[src/pkg/accp_pkg.sv]
// Constants, types and helpers for the ASCII command-channel parser
// Notes on behaviour
// Request holds command, group, item, optional value, then the frame terminator.
// Requests are ASCII; command, group and item compare ignoring letter case.
// Recognised command verbs are get, set, do, login and logout.
// Terminator selectable: comma, colon, semicolon, CR, CR LF, LF CR, ETX.
// Interpretation starts only after the whole selected terminator has arrived.
// Every response frame ends with the same selected terminator.
// No response is sent unless a valid terminator was received.
// A terminator-only frame returns the command-missing error at once.
// The requester waits for the response before sending the next request.
// By default string arguments sit in double quotes, quoted text kept whole.
// Backslash escapes quote or backslash inside strings; parser drops the backslash.
// With string delimiter None, strings are taken without quotes.
// The value field is used only by set commands.
// Get commands need no item field.
// Serial receiver flags parity, break and framing errors for the user.
// Received and sent bytes are kept apart so both counts can be checked.
// Error counter increments once for each error response or dropped response.
// Flag stall when bytes stop before a terminator or the client stops reading.
// First response is OK, or ERROR with five-digit code and identifier.
// Get gives status frame plus value frame; set and do give status only.
// Spaces outside quotes separate command, group, item and value.
// Unrecognised requests answer ERROR instead of being silently dropped.
package accp_pkg;
  // ********************
  // Register map
  // ********************
  localparam logic [7:0] A_CTRL   = 8'h00;
  localparam logic [7:0] A_BAUD   = 8'h04;
  localparam logic [7:0] A_STAT   = 8'h08;
  localparam logic [7:0] A_RXCNT  = 8'h0C;
  localparam logic [7:0] A_TXCNT  = 8'h10;
  localparam logic [7:0] A_ERRCNT = 8'h14;
  localparam logic [7:0] A_REQ    = 8'h18;
  localparam logic [7:0] A_GROUP  = 8'h1C;
  localparam logic [7:0] A_ITEM   = 8'h20;
  localparam logic [7:0] A_VALUE  = 8'h24;
  localparam logic [7:0] A_REPLY  = 8'h28;
  localparam int CTRL_TERM = 0;
  localparam int CTRL_NOQ  = 3;
  localparam int CTRL_ETH  = 4;
  localparam int CTRL_PEN  = 5;
  localparam int CTRL_PODD = 6;
  localparam int CTRL_RLEN = 8;
  localparam logic [31:0] CTRL_MASK = 32'h0000_077F;
  localparam logic [31:0] CTRL_RST  = 32'h0000_0004;
  localparam logic [15:0] BAUD_RST  = 16'h0364;
  localparam int ST_PERR  = 0;
  localparam int ST_BRK   = 1;
  localparam int ST_FERR  = 2;
  localparam int ST_STALL = 3;
  // ********************
  // Characters, terminators, verbs
  // ********************
  localparam logic [2:0] TERM_COMMA = 3'h0;
  localparam logic [2:0] TERM_COLON = 3'h1;
  localparam logic [2:0] TERM_SEMI  = 3'h2;
  localparam logic [2:0] TERM_CR    = 3'h3;
  localparam logic [2:0] TERM_CRLF  = 3'h4;
  localparam logic [2:0] TERM_LFCR  = 3'h5;
  localparam logic [2:0] TERM_ETX   = 3'h6;
  localparam logic [7:0] CH_COMMA = 8'h2C;
  localparam logic [7:0] CH_COLON = 8'h3A;
  localparam logic [7:0] CH_SEMI  = 8'h3B;
  localparam logic [7:0] CH_CR    = 8'h0D;
  localparam logic [7:0] CH_LF    = 8'h0A;
  localparam logic [7:0] CH_ETX   = 8'h03;
  localparam logic [7:0] CH_SP    = 8'h20;
  localparam logic [7:0] CH_QUOTE = 8'h22;
  localparam logic [7:0] CH_BSL   = 8'h5C;
  localparam logic [2:0] VERB_NONE   = 3'h0;
  localparam logic [2:0] VERB_GET    = 3'h1;
  localparam logic [2:0] VERB_SET    = 3'h2;
  localparam logic [2:0] VERB_DO     = 3'h3;
  localparam logic [2:0] VERB_LOGIN  = 3'h4;
  localparam logic [2:0] VERB_LOGOUT = 3'h5;
  // ********************
  // Status messages and timing
  // ********************
  localparam int MSG_W = 272;
  localparam logic [2:0] MSG_OK   = 3'h0;
  localparam logic [2:0] MSG_MISS = 3'h1;
  localparam logic [2:0] MSG_NREC = 3'h2;
  localparam logic [2:0] MSG_GRP  = 3'h3;
  localparam logic [2:0] MSG_VAL  = 3'h4;
  localparam logic [MSG_W-1:0] S_OK   = "OK";
  localparam logic [MSG_W-1:0] S_MISS = "ERROR 10000_COMMAND_MISSING";
  localparam logic [MSG_W-1:0] S_NREC = "ERROR 10001_COMMAND_NOT_RECOGNIZED";
  localparam logic [MSG_W-1:0] S_GRP  = "ERROR 10002_GROUP_MISSING";
  localparam logic [MSG_W-1:0] S_VAL  = "ERROR 10003_VALUE_MISSING";
  localparam int CLK_MHZ       = 100;
  localparam int STALL_TIME_US = 100;
  localparam int STALL_CYC_DEF = STALL_TIME_US * CLK_MHZ;

  typedef enum logic [4:0] {
    TX_IDLE  = 5'h01,
    TX_MSG   = 5'h02,
    TX_TERM  = 5'h04,
    TX_REPLY = 5'h08,
    TX_TERM2 = 5'h10
  } accp_tx_st_t;

  typedef struct packed {
    logic       valid;
    logic [7:0] data;
    logic       perr;
    logic       brk;
    logic       ferr;
  } accp_rx_evt_t;

  function automatic logic [5:0] accp_msg_len(input logic [2:0] s);
    case (s)
      MSG_MISS: return 6'h1B;
      MSG_NREC: return 6'h22;
      MSG_GRP:  return 6'h19;
      MSG_VAL:  return 6'h19;
      default:  return 6'h02;
    endcase
  endfunction

  function automatic logic [7:0] accp_msg_char(input logic [2:0] s, input logic [5:0] i);
    logic [MSG_W-1:0] m;
    logic [5:0]       n;
    n = accp_msg_len(s);
    case (s)
      MSG_MISS: m = S_MISS;
      MSG_NREC: m = S_NREC;
      MSG_GRP:  m = S_GRP;
      MSG_VAL:  m = S_VAL;
      default:  m = S_OK;
    endcase
    return m[{n - 6'h01 - i, 3'h0} +: 8];
  endfunction
endpackage

[src/accp_parser.sv]
// ASCII command-channel parser with AHB-Lite register slave
`timescale 1ns/1ps
module accp_parser import accp_pkg::*; #(
  parameter int STALL_CYC = STALL_CYC_DEF
) (
  input  wire logic        i_mclk,
  input  wire logic        i_nrst,
  input  wire logic        i_hsel,
  input  wire logic [31:0] i_haddr,
  input  wire logic [1:0]  i_htrans,
  input  wire logic        i_hwrite,
  input  wire logic [2:0]  i_hsize,
  input  wire logic [31:0] i_hwdata,
  input  wire logic        i_hready,
  output logic             o_hreadyout,
  output logic             o_hresp,
  output logic [31:0]      o_hrdata,
  input  wire logic        i_rxd,
  input  wire logic        i_eth_valid,
  input  wire logic [7:0]  i_eth_data,
  output logic             o_tx_valid,
  output logic [7:0]       o_tx_data,
  input  wire logic        i_tx_ready,
  output logic             o_req_strobe,
  output logic [2:0]       o_req_verb
);
  if (STALL_CYC < 2) begin : g_bad_stall
    $error("STALL_CYC too small");
  end
  localparam int SW = $clog2(STALL_CYC + 1);

  // ********************
  // Bus slave
  // ********************
  logic        wr_pend_reg;
  logic [7:0]  wa_reg;
  logic [31:0] rdata_reg;
  logic [31:0] ctrl_reg;
  logic [15:0] baud_reg;
  logic [3:0]  stat_reg;
  logic [31:0] rxcnt_reg;
  logic [31:0] txcnt_reg;
  logic [31:0] errcnt_reg;
  logic [31:0] reply_reg;
  logic [31:0] req_reg;
  logic [31:0] grp_reg;
  logic [31:0] item_reg;
  logic [31:0] val_reg;
  accp_tx_st_t tx_st_reg;
  logic        in_frame;

  wire aphase  = i_hsel & i_hready & i_htrans[1];
  wire we_ctrl = wr_pend_reg & (wa_reg == A_CTRL);
  wire we_baud = wr_pend_reg & (wa_reg == A_BAUD);
  wire we_stat = wr_pend_reg & (wa_reg == A_STAT);
  wire we_rxc  = wr_pend_reg & (wa_reg == A_RXCNT);
  wire we_txc  = wr_pend_reg & (wa_reg == A_TXCNT);
  wire we_err  = wr_pend_reg & (wa_reg == A_ERRCNT);
  wire we_rep  = wr_pend_reg & (wa_reg == A_REPLY);
  wire [31:0] stat_rd = {26'h0, in_frame, ~tx_st_reg[0], stat_reg};
  wire [7:0]  ra = i_haddr[7:0];
  wire [31:0] rd_mux = (ra == A_CTRL)   ? ctrl_reg :
                       (ra == A_BAUD)   ? {16'h0, baud_reg} :
                       (ra == A_STAT)   ? stat_rd :
                       (ra == A_RXCNT)  ? rxcnt_reg :
                       (ra == A_TXCNT)  ? txcnt_reg :
                       (ra == A_ERRCNT) ? errcnt_reg :
                       (ra == A_REQ)    ? req_reg :
                       (ra == A_GROUP)  ? grp_reg :
                       (ra == A_ITEM)   ? item_reg :
                       (ra == A_VALUE)  ? val_reg :
                       (ra == A_REPLY)  ? reply_reg : 32'h0;

  always_ff @(posedge i_mclk) begin
    if (!i_nrst) begin
      wr_pend_reg <= 1'b0;
      wa_reg      <= 8'h00;
      rdata_reg   <= 32'h0;
    end else begin
      wr_pend_reg <= aphase & i_hwrite;
      wa_reg      <= ra;
      if (aphase & ~i_hwrite) begin
        rdata_reg <= rd_mux;
      end
    end
  end

  always_ff @(posedge i_mclk) begin
    if (!i_nrst) begin
      ctrl_reg  <= CTRL_RST;
      baud_reg  <= BAUD_RST;
      reply_reg <= 32'h0;
    end else begin
      if (we_ctrl) ctrl_reg <= i_hwdata & CTRL_MASK;
      if (we_baud) baud_reg <= i_hwdata[15:0];
      if (we_rep) reply_reg <= i_hwdata;
    end
  end

  assign o_hreadyout = 1'b1;
  assign o_hresp     = 1'b0;
  assign o_hrdata    = rdata_reg;

  // ********************
  // Byte sources
  // ********************
  accp_rx_evt_t u_evt;
  accp_uart_rx #(.DIV_W(16)) u_rx (
    .i_mclk    (i_mclk),
    .i_nrst    (i_nrst),
    .i_rxd     (i_rxd),
    .i_div     (baud_reg),
    .i_par_en  (ctrl_reg[CTRL_PEN]),
    .i_par_odd (ctrl_reg[CTRL_PODD]),
    .o_evt     (u_evt)
  );

  wire       src_eth = ctrl_reg[CTRL_ETH];
  wire       bv      = src_eth ? i_eth_valid : u_evt.valid;
  wire [7:0] b       = src_eth ? i_eth_data : u_evt.data;
  wire [2:0] tsel    = ctrl_reg[CTRL_TERM +: 3];
  wire       q_on    = ~ctrl_reg[CTRL_NOQ];
  wire [7:0] t0 = (tsel == TERM_COMMA) ? CH_COMMA : (tsel == TERM_COLON) ? CH_COLON :
                  (tsel == TERM_SEMI) ? CH_SEMI : (tsel == TERM_LFCR) ? CH_LF :
                  (tsel == TERM_ETX) ? CH_ETX : CH_CR;
  wire [7:0] t1 = (tsel == TERM_LFCR) ? CH_CR : CH_LF;
  wire       two = (tsel == TERM_CRLF) | (tsel == TERM_LFCR);
  wire [5:0] tlen = two ? 6'h02 : 6'h01;

  // ********************
  // Frame scanner
  // ********************
  logic       pend_reg;
  logic       inq_reg;
  logic       esc_reg;
  logic       fst_reg;
  logic [1:0] fld_reg;
  // Terminators count only outside quotes, so quoted text may hold them
  wire frame_end  = bv & ~inq_reg & (two ? (pend_reg & (b == t1)) : (b == t0));
  wire start_pend = bv & ~inq_reg & two & (b == t0);
  wire proc       = bv & ~frame_end & ~start_pend;
  wire is_sp      = (b == CH_SP);
  wire is_q       = q_on & (b == CH_QUOTE);
  wire app_en = proc & (inq_reg ? (esc_reg | ((b != CH_BSL) & (b != CH_QUOTE))) :
                        is_sp ? (fst_reg & (fld_reg == 2'h3)) : ~is_q);
  wire upper  = (b >= 8'h41) & (b <= 8'h5A);
  wire [7:0] ch = (upper & (fld_reg != 2'h3)) ? (b | 8'h20) : b;
  assign in_frame = fst_reg | (fld_reg != 2'h0) | inq_reg | pend_reg;

  always_ff @(posedge i_mclk) begin
    if (!i_nrst) begin
      pend_reg <= 1'b0;
    end else if (bv) begin
      pend_reg <= start_pend;
    end
  end

  always_ff @(posedge i_mclk) begin
    if (!i_nrst || frame_end) begin
      inq_reg <= 1'b0;
      esc_reg <= 1'b0;
      fst_reg <= 1'b0;
      fld_reg <= 2'h0;
    end else if (proc) begin
      if (inq_reg) begin
        if (esc_reg) esc_reg <= 1'b0;
        else if (b == CH_BSL) esc_reg <= 1'b1;
        else if (b == CH_QUOTE) inq_reg <= 1'b0;
      end else if (is_sp) begin
        if (fst_reg && fld_reg != 2'h3) begin
          fld_reg <= fld_reg + 2'h1;
          fst_reg <= 1'b0;
        end
      end else begin
        fst_reg <= 1'b1;
        if (is_q) inq_reg <= 1'b1;
      end
    end
  end

  for (genvar f = 0; f < 4; f++) begin : g_fld
    localparam logic [7:0] LIM = (f == 0) ? 8'h06 : 8'h04;
    logic [47:0] w_reg;
    logic [7:0]  len_reg;
    always_ff @(posedge i_mclk) begin
      if (!i_nrst || frame_end) begin
        w_reg   <= 48'h0;
        len_reg <= 8'h00;
      end else if (app_en && fld_reg == 2'(f)) begin
        if (len_reg < LIM) w_reg <= {w_reg[39:0], ch};
        if (len_reg != 8'hFF) len_reg <= len_reg + 8'h01;
      end
    end
  end

  // ********************
  // Request decode
  // ********************
  wire [47:0] w0 = g_fld[0].w_reg;
  wire [7:0]  l0 = g_fld[0].len_reg;
  wire [2:0] verb = (l0 == 8'h03 && w0[23:0] == "get") ? VERB_GET :
                    (l0 == 8'h03 && w0[23:0] == "set") ? VERB_SET :
                    (l0 == 8'h02 && w0[15:0] == "do") ? VERB_DO :
                    (l0 == 8'h05 && w0[39:0] == "login") ? VERB_LOGIN :
                    (l0 == 8'h06 && w0 == "logout") ? VERB_LOGOUT : VERB_NONE;
  wire need_grp = (verb == VERB_GET) | (verb == VERB_SET) | (verb == VERB_DO);
  wire [2:0] msg_w = (l0 == 8'h00) ? MSG_MISS :
                     (verb == VERB_NONE) ? MSG_NREC :
                     (need_grp && g_fld[1].len_reg == 8'h00) ? MSG_GRP :
                     (verb == VERB_SET && g_fld[3].len_reg == 8'h00) ? MSG_VAL : MSG_OK;
  wire acc_fr = frame_end & tx_st_reg[0];
  // A request that lands while the previous answer is still going out is lost
  wire drop   = frame_end & ~tx_st_reg[0];

  logic [2:0] msg_sel_reg;
  logic       get_pend_reg;
  logic       strobe_reg;
  always_ff @(posedge i_mclk) begin
    if (!i_nrst) begin
      msg_sel_reg  <= MSG_OK;
      get_pend_reg <= 1'b0;
      strobe_reg   <= 1'b0;
      req_reg      <= 32'h0;
      grp_reg      <= 32'h0;
      item_reg     <= 32'h0;
      val_reg      <= 32'h0;
    end else begin
      strobe_reg <= acc_fr & (msg_w == MSG_OK);
      if (acc_fr) begin
        msg_sel_reg  <= msg_w;
        get_pend_reg <= (verb == VERB_GET) & (msg_w == MSG_OK);
        req_reg  <= {g_fld[3].len_reg, g_fld[2].len_reg, g_fld[1].len_reg, 5'h00, verb};
        grp_reg  <= g_fld[1].w_reg[31:0];
        item_reg <= g_fld[2].w_reg[31:0];
        val_reg  <= g_fld[3].w_reg[31:0];
      end
    end
  end
  assign o_req_strobe = strobe_reg;
  assign o_req_verb   = req_reg[2:0];

  // ********************
  // Response sender
  // ********************
  logic [5:0]  idx_reg;
  logic [7:0]  txb_reg;
  accp_tx_st_t st_n;
  logic [5:0]  idx_n;
  wire [2:0] sel_n = acc_fr ? msg_w : msg_sel_reg;
  wire [5:0] mlen  = accp_msg_len(msg_sel_reg);
  wire [2:0] rl    = ctrl_reg[CTRL_RLEN +: 3];
  wire [5:0] rlen  = (rl > 3'h4) ? 6'h04 : {3'h0, rl};
  wire tx_acc = ~tx_st_reg[0] & i_tx_ready;
  wire t_last = (idx_reg == tlen - 6'h01);

  always_comb begin
    st_n  = tx_st_reg;
    idx_n = idx_reg;
    case (tx_st_reg)
      TX_IDLE: if (acc_fr) begin
        st_n  = TX_MSG;
        idx_n = 6'h00;
      end
      TX_MSG: if (tx_acc) begin
        idx_n = (idx_reg == mlen - 6'h01) ? 6'h00 : idx_reg + 6'h01;
        if (idx_reg == mlen - 6'h01) st_n = TX_TERM;
      end
      TX_TERM: if (tx_acc) begin
        idx_n = t_last ? 6'h00 : idx_reg + 6'h01;
        if (t_last) st_n = !get_pend_reg ? TX_IDLE : (rlen == 6'h00) ? TX_TERM2 : TX_REPLY;
      end
      TX_REPLY: if (tx_acc) begin
        idx_n = (idx_reg == rlen - 6'h01) ? 6'h00 : idx_reg + 6'h01;
        if (idx_reg == rlen - 6'h01) st_n = TX_TERM2;
      end
      TX_TERM2: if (tx_acc) begin
        idx_n = t_last ? 6'h00 : idx_reg + 6'h01;
        if (t_last) st_n = TX_IDLE;
      end
      default: st_n = TX_IDLE;
    endcase
  end

  wire [7:0] byte_n = (st_n == TX_MSG) ? accp_msg_char(sel_n, idx_n) :
                      (st_n == TX_REPLY) ? reply_reg[{~idx_n[1:0], 3'h0} +: 8] :
                      (idx_n == 6'h00) ? t0 : t1;

  always_ff @(posedge i_mclk) begin
    if (!i_nrst) begin
      tx_st_reg <= TX_IDLE;
      idx_reg   <= 6'h00;
      txb_reg   <= 8'h00;
    end else begin
      tx_st_reg <= st_n;
      idx_reg   <= idx_n;
      txb_reg   <= byte_n;
    end
  end
  assign o_tx_valid = ~tx_st_reg[0];
  assign o_tx_data  = txb_reg;

  // ********************
  // Counters, stall and port errors
  // ********************
  logic [SW-1:0] rx_wait_reg;
  logic [SW-1:0] tx_wait_reg;
  wire rx_stall = in_frame & ~bv & (rx_wait_reg == SW'(STALL_CYC - 1));
  wire tx_stall = o_tx_valid & ~i_tx_ready & (tx_wait_reg == SW'(STALL_CYC - 1));
  wire err_evt  = (acc_fr & (msg_w != MSG_OK)) | drop;
  wire [3:0] st_set = {rx_stall | tx_stall,
                       u_evt.valid & u_evt.ferr,
                       u_evt.valid & u_evt.brk,
                       u_evt.valid & u_evt.perr};

  always_ff @(posedge i_mclk) begin
    if (!i_nrst) begin
      rx_wait_reg <= '0;
      tx_wait_reg <= '0;
      stat_reg    <= 4'h0;
      rxcnt_reg   <= 32'h0;
      txcnt_reg   <= 32'h0;
      errcnt_reg  <= 32'h0;
    end else begin
      rx_wait_reg <= (!in_frame || bv) ? '0 :
                     (rx_wait_reg == SW'(STALL_CYC)) ? rx_wait_reg : rx_wait_reg + 1'b1;
      tx_wait_reg <= (!o_tx_valid || i_tx_ready) ? '0 :
                     (tx_wait_reg == SW'(STALL_CYC)) ? tx_wait_reg : tx_wait_reg + 1'b1;
      // New events win over a software clear in the same cycle
      stat_reg   <= (stat_reg & ~(we_stat ? i_hwdata[3:0] : 4'h0)) | st_set;
      rxcnt_reg  <= (we_rxc ? 32'h0 : rxcnt_reg) + {31'h0, bv};
      txcnt_reg  <= (we_txc ? 32'h0 : txcnt_reg) + {31'h0, tx_acc};
      errcnt_reg <= (we_err ? 32'h0 : errcnt_reg) + {31'h0, err_evt};
    end
  end
endmodule

[src/accp_uart_rx.sv]
// Serial byte receiver with parity, break and framing checks
`timescale 1ns/1ps
module accp_uart_rx import accp_pkg::*; #(
  parameter int DIV_W = 16
) (
  input  wire logic             i_mclk,
  input  wire logic             i_nrst,
  input  wire logic             i_rxd,
  input  wire logic [DIV_W-1:0] i_div,
  input  wire logic             i_par_en,
  input  wire logic             i_par_odd,
  output accp_rx_evt_t          o_evt
);
  if (DIV_W < 4) begin : g_bad_w
    $error("DIV_W too small");
  end

  typedef enum logic [4:0] {
    RX_IDLE  = 5'h01,
    RX_START = 5'h02,
    RX_DATA  = 5'h04,
    RX_PAR   = 5'h08,
    RX_STOP  = 5'h10
  } accp_rx_st_t;

  logic             s1_reg;
  logic             s2_reg;
  accp_rx_st_t      st_reg;
  logic [DIV_W-1:0] cnt_reg;
  logic [2:0]       bit_reg;
  logic [7:0]       sh_reg;
  logic             par_reg;
  accp_rx_evt_t     evt_reg;
  wire              tick = (cnt_reg == '0);
  // Break is a whole character of zeros with the stop bit low as well
  wire              brk  = (sh_reg == 8'h00) & ~s2_reg & ~(i_par_en & par_reg);
  wire              perr = i_par_en & (^{sh_reg, par_reg} ^ i_par_odd);

  always_ff @(posedge i_mclk) begin
    if (!i_nrst) begin
      s1_reg <= 1'b1;
      s2_reg <= 1'b1;
    end else begin
      s1_reg <= i_rxd;
      s2_reg <= s1_reg;
    end
  end

  always_ff @(posedge i_mclk) begin
    if (!i_nrst) begin
      st_reg  <= RX_IDLE;
      cnt_reg <= '0;
      bit_reg <= 3'h0;
      sh_reg  <= 8'h00;
      par_reg <= 1'b0;
      evt_reg <= '0;
    end else begin
      evt_reg.valid <= 1'b0;
      cnt_reg       <= tick ? i_div - 1'b1 : cnt_reg - 1'b1;
      case (st_reg)
        RX_IDLE: begin
          cnt_reg <= i_div >> 1;
          if (!s2_reg) begin
            st_reg <= RX_START;
          end
        end
        RX_START: if (tick) begin
          st_reg  <= s2_reg ? RX_IDLE : RX_DATA;
          bit_reg <= 3'h0;
        end
        RX_DATA: if (tick) begin
          sh_reg  <= {s2_reg, sh_reg[7:1]};
          bit_reg <= bit_reg + 3'h1;
          if (bit_reg == 3'h7) begin
            st_reg <= i_par_en ? RX_PAR : RX_STOP;
          end
        end
        RX_PAR: if (tick) begin
          par_reg <= s2_reg;
          st_reg  <= RX_STOP;
        end
        RX_STOP: if (tick) begin
          evt_reg <= '{valid: 1'b1, data: sh_reg, perr: perr, brk: brk, ferr: ~s2_reg};
          st_reg  <= RX_IDLE;
        end
        default: st_reg <= RX_IDLE;
      endcase
    end
  end

  assign o_evt = evt_reg;
endmodule

[config.mk]
export PLATFORM = sky130hd
export DESIGN_NAME = accp_parser
export DESIGN_NICKNAME = d
export VERILOG_FILES = /design/src/pkg/accp_pkg.sv /design/src/accp_parser.sv /design/src/accp_uart_rx.sv
export SDC_FILE = /design/constraint.sdc
export NUM_CORES = 2
export LEC_CHECK = 0
export BUFFER_PORTS_ARGS = -buffer_cell sky130_fd_sc_hd__buf_4
export CAP_MARGIN = 10
export CORE_MARGIN = 5
export CORE_UTILIZATION = 25
export DETAILED_ROUTE_END_ITERATION = 12
export PLACE_DENSITY_LB_ADDON = 0.15
export SLEW_MARGIN = 5
export SYNTH_ARGS = -nofsm -noshare
export SYNTH_HDL_FRONTEND = slang
export SYNTH_SLANG_ARGS = --single-unit
[constraint.sdc]
create_clock -name i_mclk -period 5.5 [get_ports i_mclk]
set_input_delay 0.55 -clock i_mclk [delete_from_list [all_inputs] [get_ports i_mclk]]
set_output_delay 0.55 -clock i_mclk [all_outputs]
set_load 0.01 [all_outputs]
* After elaboration in Yosys (flattened, before gate mapping)
Cells that the tools add are included.
** Word-level totals
- Input bits :: 85
- Output and inout port bits :: 47
- Register bits :: 603
- Word-level logic and storage cells :: 373
** Operators by class
- $add $sub $neg :: 19
- Eq/ne operators :: 83
- Reduce and logical (&&, ||, !) cells :: 57
- $lt $le $gt $ge :: 7
- Muxes and demuxes :: 90
- Bitwise operators :: 67
- Shift operators :: 2
** Operator list (number)
- 271-bit case mux with 4 select lines :: 1
- 32-bit two-way mux :: 14
- 272-bit by 10-bit variable part select with 8-bit output :: 1
- 32-bit by 1-bit adder with 32-bit output :: 3
- 5-bit two-way mux :: 18
- 6-bit two-way mux :: 12
- 14-bit equality test (second input constant) :: 4
- 5-bit case mux with 5 select lines :: 2
- 24-bit by 23-bit equality test with 1-bit output (second input constant) :: 2
- 48-bit by 47-bit equality test with 1-bit output (second input constant) :: 1
- 8-bit by 5-bit equality test with 1-bit output (second input constant) :: 6
- 8-bit by 6-bit equality test with 1-bit output (second input constant) :: 6
- 8-bit zero test :: 6
- 3-bit two-way mux :: 15
- 1-bit bitwise AND :: 41
- 40-bit by 39-bit equality test with 1-bit output (second input constant) :: 1
- 6-bit case mux with 3 select lines :: 2
- 8-bit by 1-bit adder with 8-bit output (second input constant) :: 4
- 8-bit by 3-bit equality test with 1-bit output (second input constant) :: 4
- 8-bit by 4-bit equality test with 1-bit output (second input constant) :: 4
- 8-bit by 3-bit less-than comparator with 1-bit output (second input constant) :: 4
- 8-bit inequality test (second input constant) :: 4
- 32-bit by 6-bit variable part select with 8-bit output :: 1
- 16-bit by 1-bit subtractor with 16-bit output (second input constant) :: 2
- 62 further kinds :: 167

* Longest topological paths before layout
- Depth after elaboration :: 22
- Mapped depth :: 23
- Depth with buffers taken out :: 22

* Hierarchy
Synthesis repeated with hierarchy kept, for this count alone.
** Second synthesis, totals
- Cells, all modules :: 3566
- Area total of the unflattened synthesis :: 28418.5 um^2
** By module, submodules not included
- accp_parser :: instances 1, cells an instance 3266, sequential area each 11130.7 um^2, area each 25762.2 um^2
- accp_uart_rx :: instances 1, cells an instance 300, sequential area each 940.9 um^2, area each 2656.3 um^2

* Worst setup path after synthesis
No wires, ideal clock.
- Path type :: input -> register
- Start point :: in i_eth_data[1]
- End point :: reg txb_reg[3], in the netlist o_tx_data[3]
- Required time :: 5.384 ns
- Data arrival time :: 4.804 ns
- Stages :: 18
- Setup slack :: 0.580 ns
- Library setup time :: 0.116 ns
- Buffers on the path :: 1
- Cell sequence :: mux2_2 -> or4_4 -> a2111oi_4 -> nand3_2 -> and2_1 -> buf_6 -> mux2_4 -> inv_1 -> ha_1 -> inv_1 -> fa_1 -> a21oi_1 -> nand3_1 -> nand2_1 -> nand2_1 -> a221o_1 -> a41o_1 -> a31o_1
** On the way
- Longest elaborated chain between the ends :: 14
- Elaborated cells between the ends (all ways) :: 30
- Classes of those cells :: add/sub (2); eq/ne (8); shift (2); mux (12); bitwise (4); reduce/logical (2)
** RTL lines
- from (decl) :: RTL line accp_parser.sv:20 : input wire logic [7:0] i_eth_data,
- 8-bit two-way mux * :: RTL line accp_parser.sv:120 : wire [7:0] b = src_eth ? i_eth_data : u_evt.data;
- 8-bit by 4-bit equality test with 1-bit output :: RTL line accp_parser.sv:139 : wire frame_end = bv & ~inq_reg & (two ? (pend_reg & (b == t1)) : (b == t0));
- 1-bit bitwise AND :: RTL line accp_parser.sv:139
- 1-bit two-way mux * :: RTL line accp_parser.sv:139
- 1-bit bitwise AND * :: RTL line accp_parser.sv:139
- 1-bit bitwise AND * :: RTL line accp_parser.sv:211 : wire acc_fr = frame_end & tx_st_reg[0];
- 3-bit two-way mux
- 3-bit equality test / 3-bit by 2-bit equality test with 1-bit output (equally long branches) :: RTL line accp_pkg.sv:113, accp_pkg.sv:126
- 2-bit OR reduction (no source line)
- 6-bit case mux with 3 select lines :: RTL line accp_pkg.sv:113 : case (s)
- 6-bit by 1-bit subtractor with 6-bit output :: RTL line accp_pkg.sv:133 : return m[{n - 6'h01 - i, 3'h0} +: 8];
- 6-bit subtractor :: RTL line accp_pkg.sv:133
- 272-bit by 10-bit variable part select with 8-bit output :: RTL line accp_pkg.sv:133
- 8-bit two-way mux * :: RTL line accp_parser.sv:284 : wire [7:0] byte_n = (st_n == TX_MSG) ? accp_msg_char(sel_n, idx_n) :
- to (signal assigned) :: RTL line accp_parser.sv:296 : txb_reg <= byte_n;
- to (decl) :: RTL line accp_parser.sv:246 : logic [7:0] txb_reg;
Every way passes the cells marked *; elsewhere a longest branch is shown, timed or not.
A chain may end at the register's enable or synchronous reset.

* Worst setup path after layout
- Start point :: reg msg_sel_reg[2]
- End point :: reg txb_reg[2], in the netlist o_tx_data[2]
** On the way
- Longest elaborated chain between the ends :: 12
- Elaborated cells between the ends (all ways) :: 33
- Classes of those cells :: add/sub (3); eq/ne (11); shift (2); mux (13); bitwise (1); reduce/logical (3)
** RTL lines
- from (decl) :: RTL line accp_parser.sv:215 : logic [2:0] msg_sel_reg;
- from (signal assigned) :: RTL line accp_parser.sv:230 : msg_sel_reg <= msg_w;
- branches (longest 11 deep; another with 6-bit by 1-bit subtractor with 6-bit output)
- 8-bit two-way mux * :: RTL line accp_parser.sv:284
Mark *: on every way between the ends.

==> summary.txt <==
Outcome
  • Status: complete, no violations

Logic synthesis
  • Synth Instances: 3578
  • Post-synthesis sequential area ratio: 0.4276
  • Avg Inst Size Synth: 7.890 µm²
  • Top cell type's share of synthesized area: 0.4276
  • Net Count, Synth: 3702
  • Most frequent cell after synthesis: nand2_1
  • Commonest cells in the netlist: 808 x nand2_1, 603 x dfxtp_1, 428 x a21oi_1
  • Post-synth EDFFs: 0
  • Main flop type after synthesis: dfxtp_1
  • Yosys cell types: 104
  • Top cells by area, synth: dfxtp_1 43%, nand2_1 11%, a21oi_1 7.6%
  • Synthesized area: 28230 µm²
  • Area leader, netlist: dfxtp_1
  • #FFs+latches synth: 603
  • Ys Warns: 0
  • Post-synth ARST share: 0

Flow run
  • Maxcap violations: 0

Worst setup path
  • WP data required: 6.00 ns
  • Critical Path End Type: flip-flop
  • Critical Path Fanout Max: 7
  • WS Path Type: flip-flop to flip-flop
  • Worst path arrival time: 5.80 ns
  • RR Startpoint: msg_sel_reg[2]$_SDFF_PN0_
  • Crit path from: msg_sel_reg[2]$_SDFF_PN0_
  • CP Launch Type: flip-flop

Power and ir drop
  • Flop pwr share: 0.445
  • Leakage Power: 11.10 nW
  • Cell Pwr Density: 302.0 nW/µm²
  • Clock Power Share: 0.492
  • Internal power: 7.529 mW
  • Gate power share: 0.062
  • Sw Pwr: 2.513 mW
  • VDD IR max: 0.1802 mV
  • Switching share of power: 0.2503

Timing
  • FMAX: 188.7 MHz
  • Period minus WS final: 5.299 ns
  • Worst Max-Slew Pin Slew: 1.172 ns
  • Final setup fails: 0
  • Final hold vios: 0
  • Worst rel slew slack: 0.2146
  • Skew final: 0.01963 ns
  • Post-route clock period utilization: 0.9635
  • Hold WS: 0.1162 ns
  • Fin Setup TNS: 0 ns
  • Final Max Tran Viols: 0
  • Setup ws final: 0.2006 ns
  • RSZ-0062 raised after global routing: false

Worst hold path
  • Worst Hold Launch: i_rxd
  • Hold Path Class: primary input to flip-flop

Final layout
  • Filler Cells Inserted: 12.23k
  • Synth-to-Final Area Change: 17.79%
  • Layout cells sized above 1: 0.1084
  • Max FFs per register: 144
  • NumNets Final: 3747
  • Final Instance Area: 33260 µm²

Place
  • RePlAce Congestion: 0.8511
  • Dpl hpwl: 77.21 mm
  • Dpl ws: 0.06385 ns
  • # port buffers: 101
  • Post-place instance area: 30810 µm²

Global route
  • Grt total ovfl: 0
  • Largest net degree at the start of global routing: 86
  • Vias in the first global route: 24.32k
  • Initial antenna violation count: 2
  • GRT Total Usage: 0.1730
  • First-pass GRT wire length: 161.7 mm

Clocking
  • CTS Sinks: 603
  • CTS tree: done
  • Clk_lat worst skew: 0.64 ns
  • CTS Buffer Depth: 3
  • CTS buffer count: 73
  • H-Tree Depth: 3
  • Clock root cell: clkbuf_16
  • Clock slew at reported path FFs: 0.06 ns

Routing
  • DR WL/cell: 20.82 µm
  • Initial DRC Count: 2049
  • Post-Route WL: 107.9 mm
  • Pre-Repair DR Iteration Count: 6
  • Vias per std cell: 4.960
  • DRC: 0
  • ANT nets after route: 0
  • Via count: 25.70k

Floorplan
  • Core Area: 112300 µm²
  • # IOs: 132
  • Initial Utilization: 0.2513
  • Die area: 119800 µm²
  • Die Wd: 346.1 µm
  • Site row count: 123
  • Die span in y: 346.1 µm
worst max-delay path: stages (launching register included):
cell	delay, ns
dfxtp_1	0.46
or3b_1	0.47
and2_1	0.20
ha_1	0.23
xnor2_1	0.14
xnor2_1	0.15
a2111oi_2	0.49
a21o_1	0.23
a211oi_1	0.13
a2bb2oi_2	0.17
inv_1	0.08
ha_1	0.17
inv_1	0.06
fa_1	0.40
a21oi_1	0.19
nand3_1	0.14
and2_4	0.22
nor4_1	0.33
a211oi_1	0.10
a2111oi_1	0.56
buf_4	0.20
o31ai_1	0.06
power groups by stage:
stage	registers (mW)	logic (mW)	clock network [mW]
after detailed placement	4.57	0.629	0
after floorplan	4.55	0.433	0
final	4.47	0.628	4.94
after global placement	4.57	0.634	0
after CTS	4.47	0.634	5.10
after global routing	4.48	0.695	5.27
kinds of logic (layout without fill, tap and decap cells):
group           count (synthesis)  count (layout)  share of synthesized area
buf+inv                       283             386                    0.03989
simple gates                 1590            1590                     0.2513
flops                         603             603                     0.4276
compound gates                838             838                     0.1893
mux                            67              67                    0.02495
xor+xnor                      156             156                    0.04919
fa+ha+maj                      39              39                    0.01755
other cells                     2               3                  0.0002660
cells in the final DEF, fill, tap and decap left out, drive strengths merged, types with 12 or more instances in the layout:
cell	n
nand2	808
o21ai	74
a21oi	428
a211oi	48
or2	15
a221oi	24
nand2b	18
or3	29
inv	54
nor2	339
xor2	99
nand4	54
a22oi	49
buf	202
and2	39
o22ai	23
or4	13
o211ai	16
a222oi	25
clkinv	21
mux2i	55
ha	38
mux2	12
clkbuf	104
and3	33
xnor2	57
a31oi	33
o21a	13
nor3	48
dfxtp	603
nand3	104
nor4	22
stage by stage:
stage	total power, mW	utilization	cells
floorplan	4.982	-	3578
global placement	5.202	0.2743	5048
detailed placement	5.196	0.2743	5048
CTS	10.21	0.2958	5181
global route	10.44	0.2960	5181
finish	10.04	0.2960	5182
final cells by class:
type	instances	area (µm²)	share of cell area
Antenna cell	1	2.502	0.00007525
Clock buffer	104	2126	0.06392
Clock inverter	29	300.3	0.009030
Inverter	51	198.9	0.005982
Multi-Input combinational cell	2692	15110	0.4545
Sequential cell	603	12070	0.3630
Tap cell	1500	1877	0.05644
Timing Repair Buffer	202	1567	0.04710
layer usage:
metal,global-route usage,share of wire,vias to the layer above
li1,-,-,12600
met1,0.2517,0.50,12400
met2,0.2710,0.44,574
met3,0.02414,0.043,130
met4,0.04110,0.018,0
met5,0,0,-
timing repair:
item,4_1_cts,5_1_grt
resized for setup,0,5
setup endpoints to repair,0,5
hold buffers,0,0
setup buffers,0,0
worst paths after layout:
check                            endpoint  slack [ns]  depth (start not counted)
setup / recovery  o_tx_data[2]$_SDFF_PN0_        0.20                         21
hold / removal     u_rx.s1_reg$_SDFF_PN1_        0.12                          2
setup reg to reg  o_tx_data[2]$_SDFF_PN0_        0.20                         21
hold reg to reg    u_rx.s2_reg$_SDFF_PN1_        0.42                          1
No activity file was read; power rests on OpenSTA's default activity.
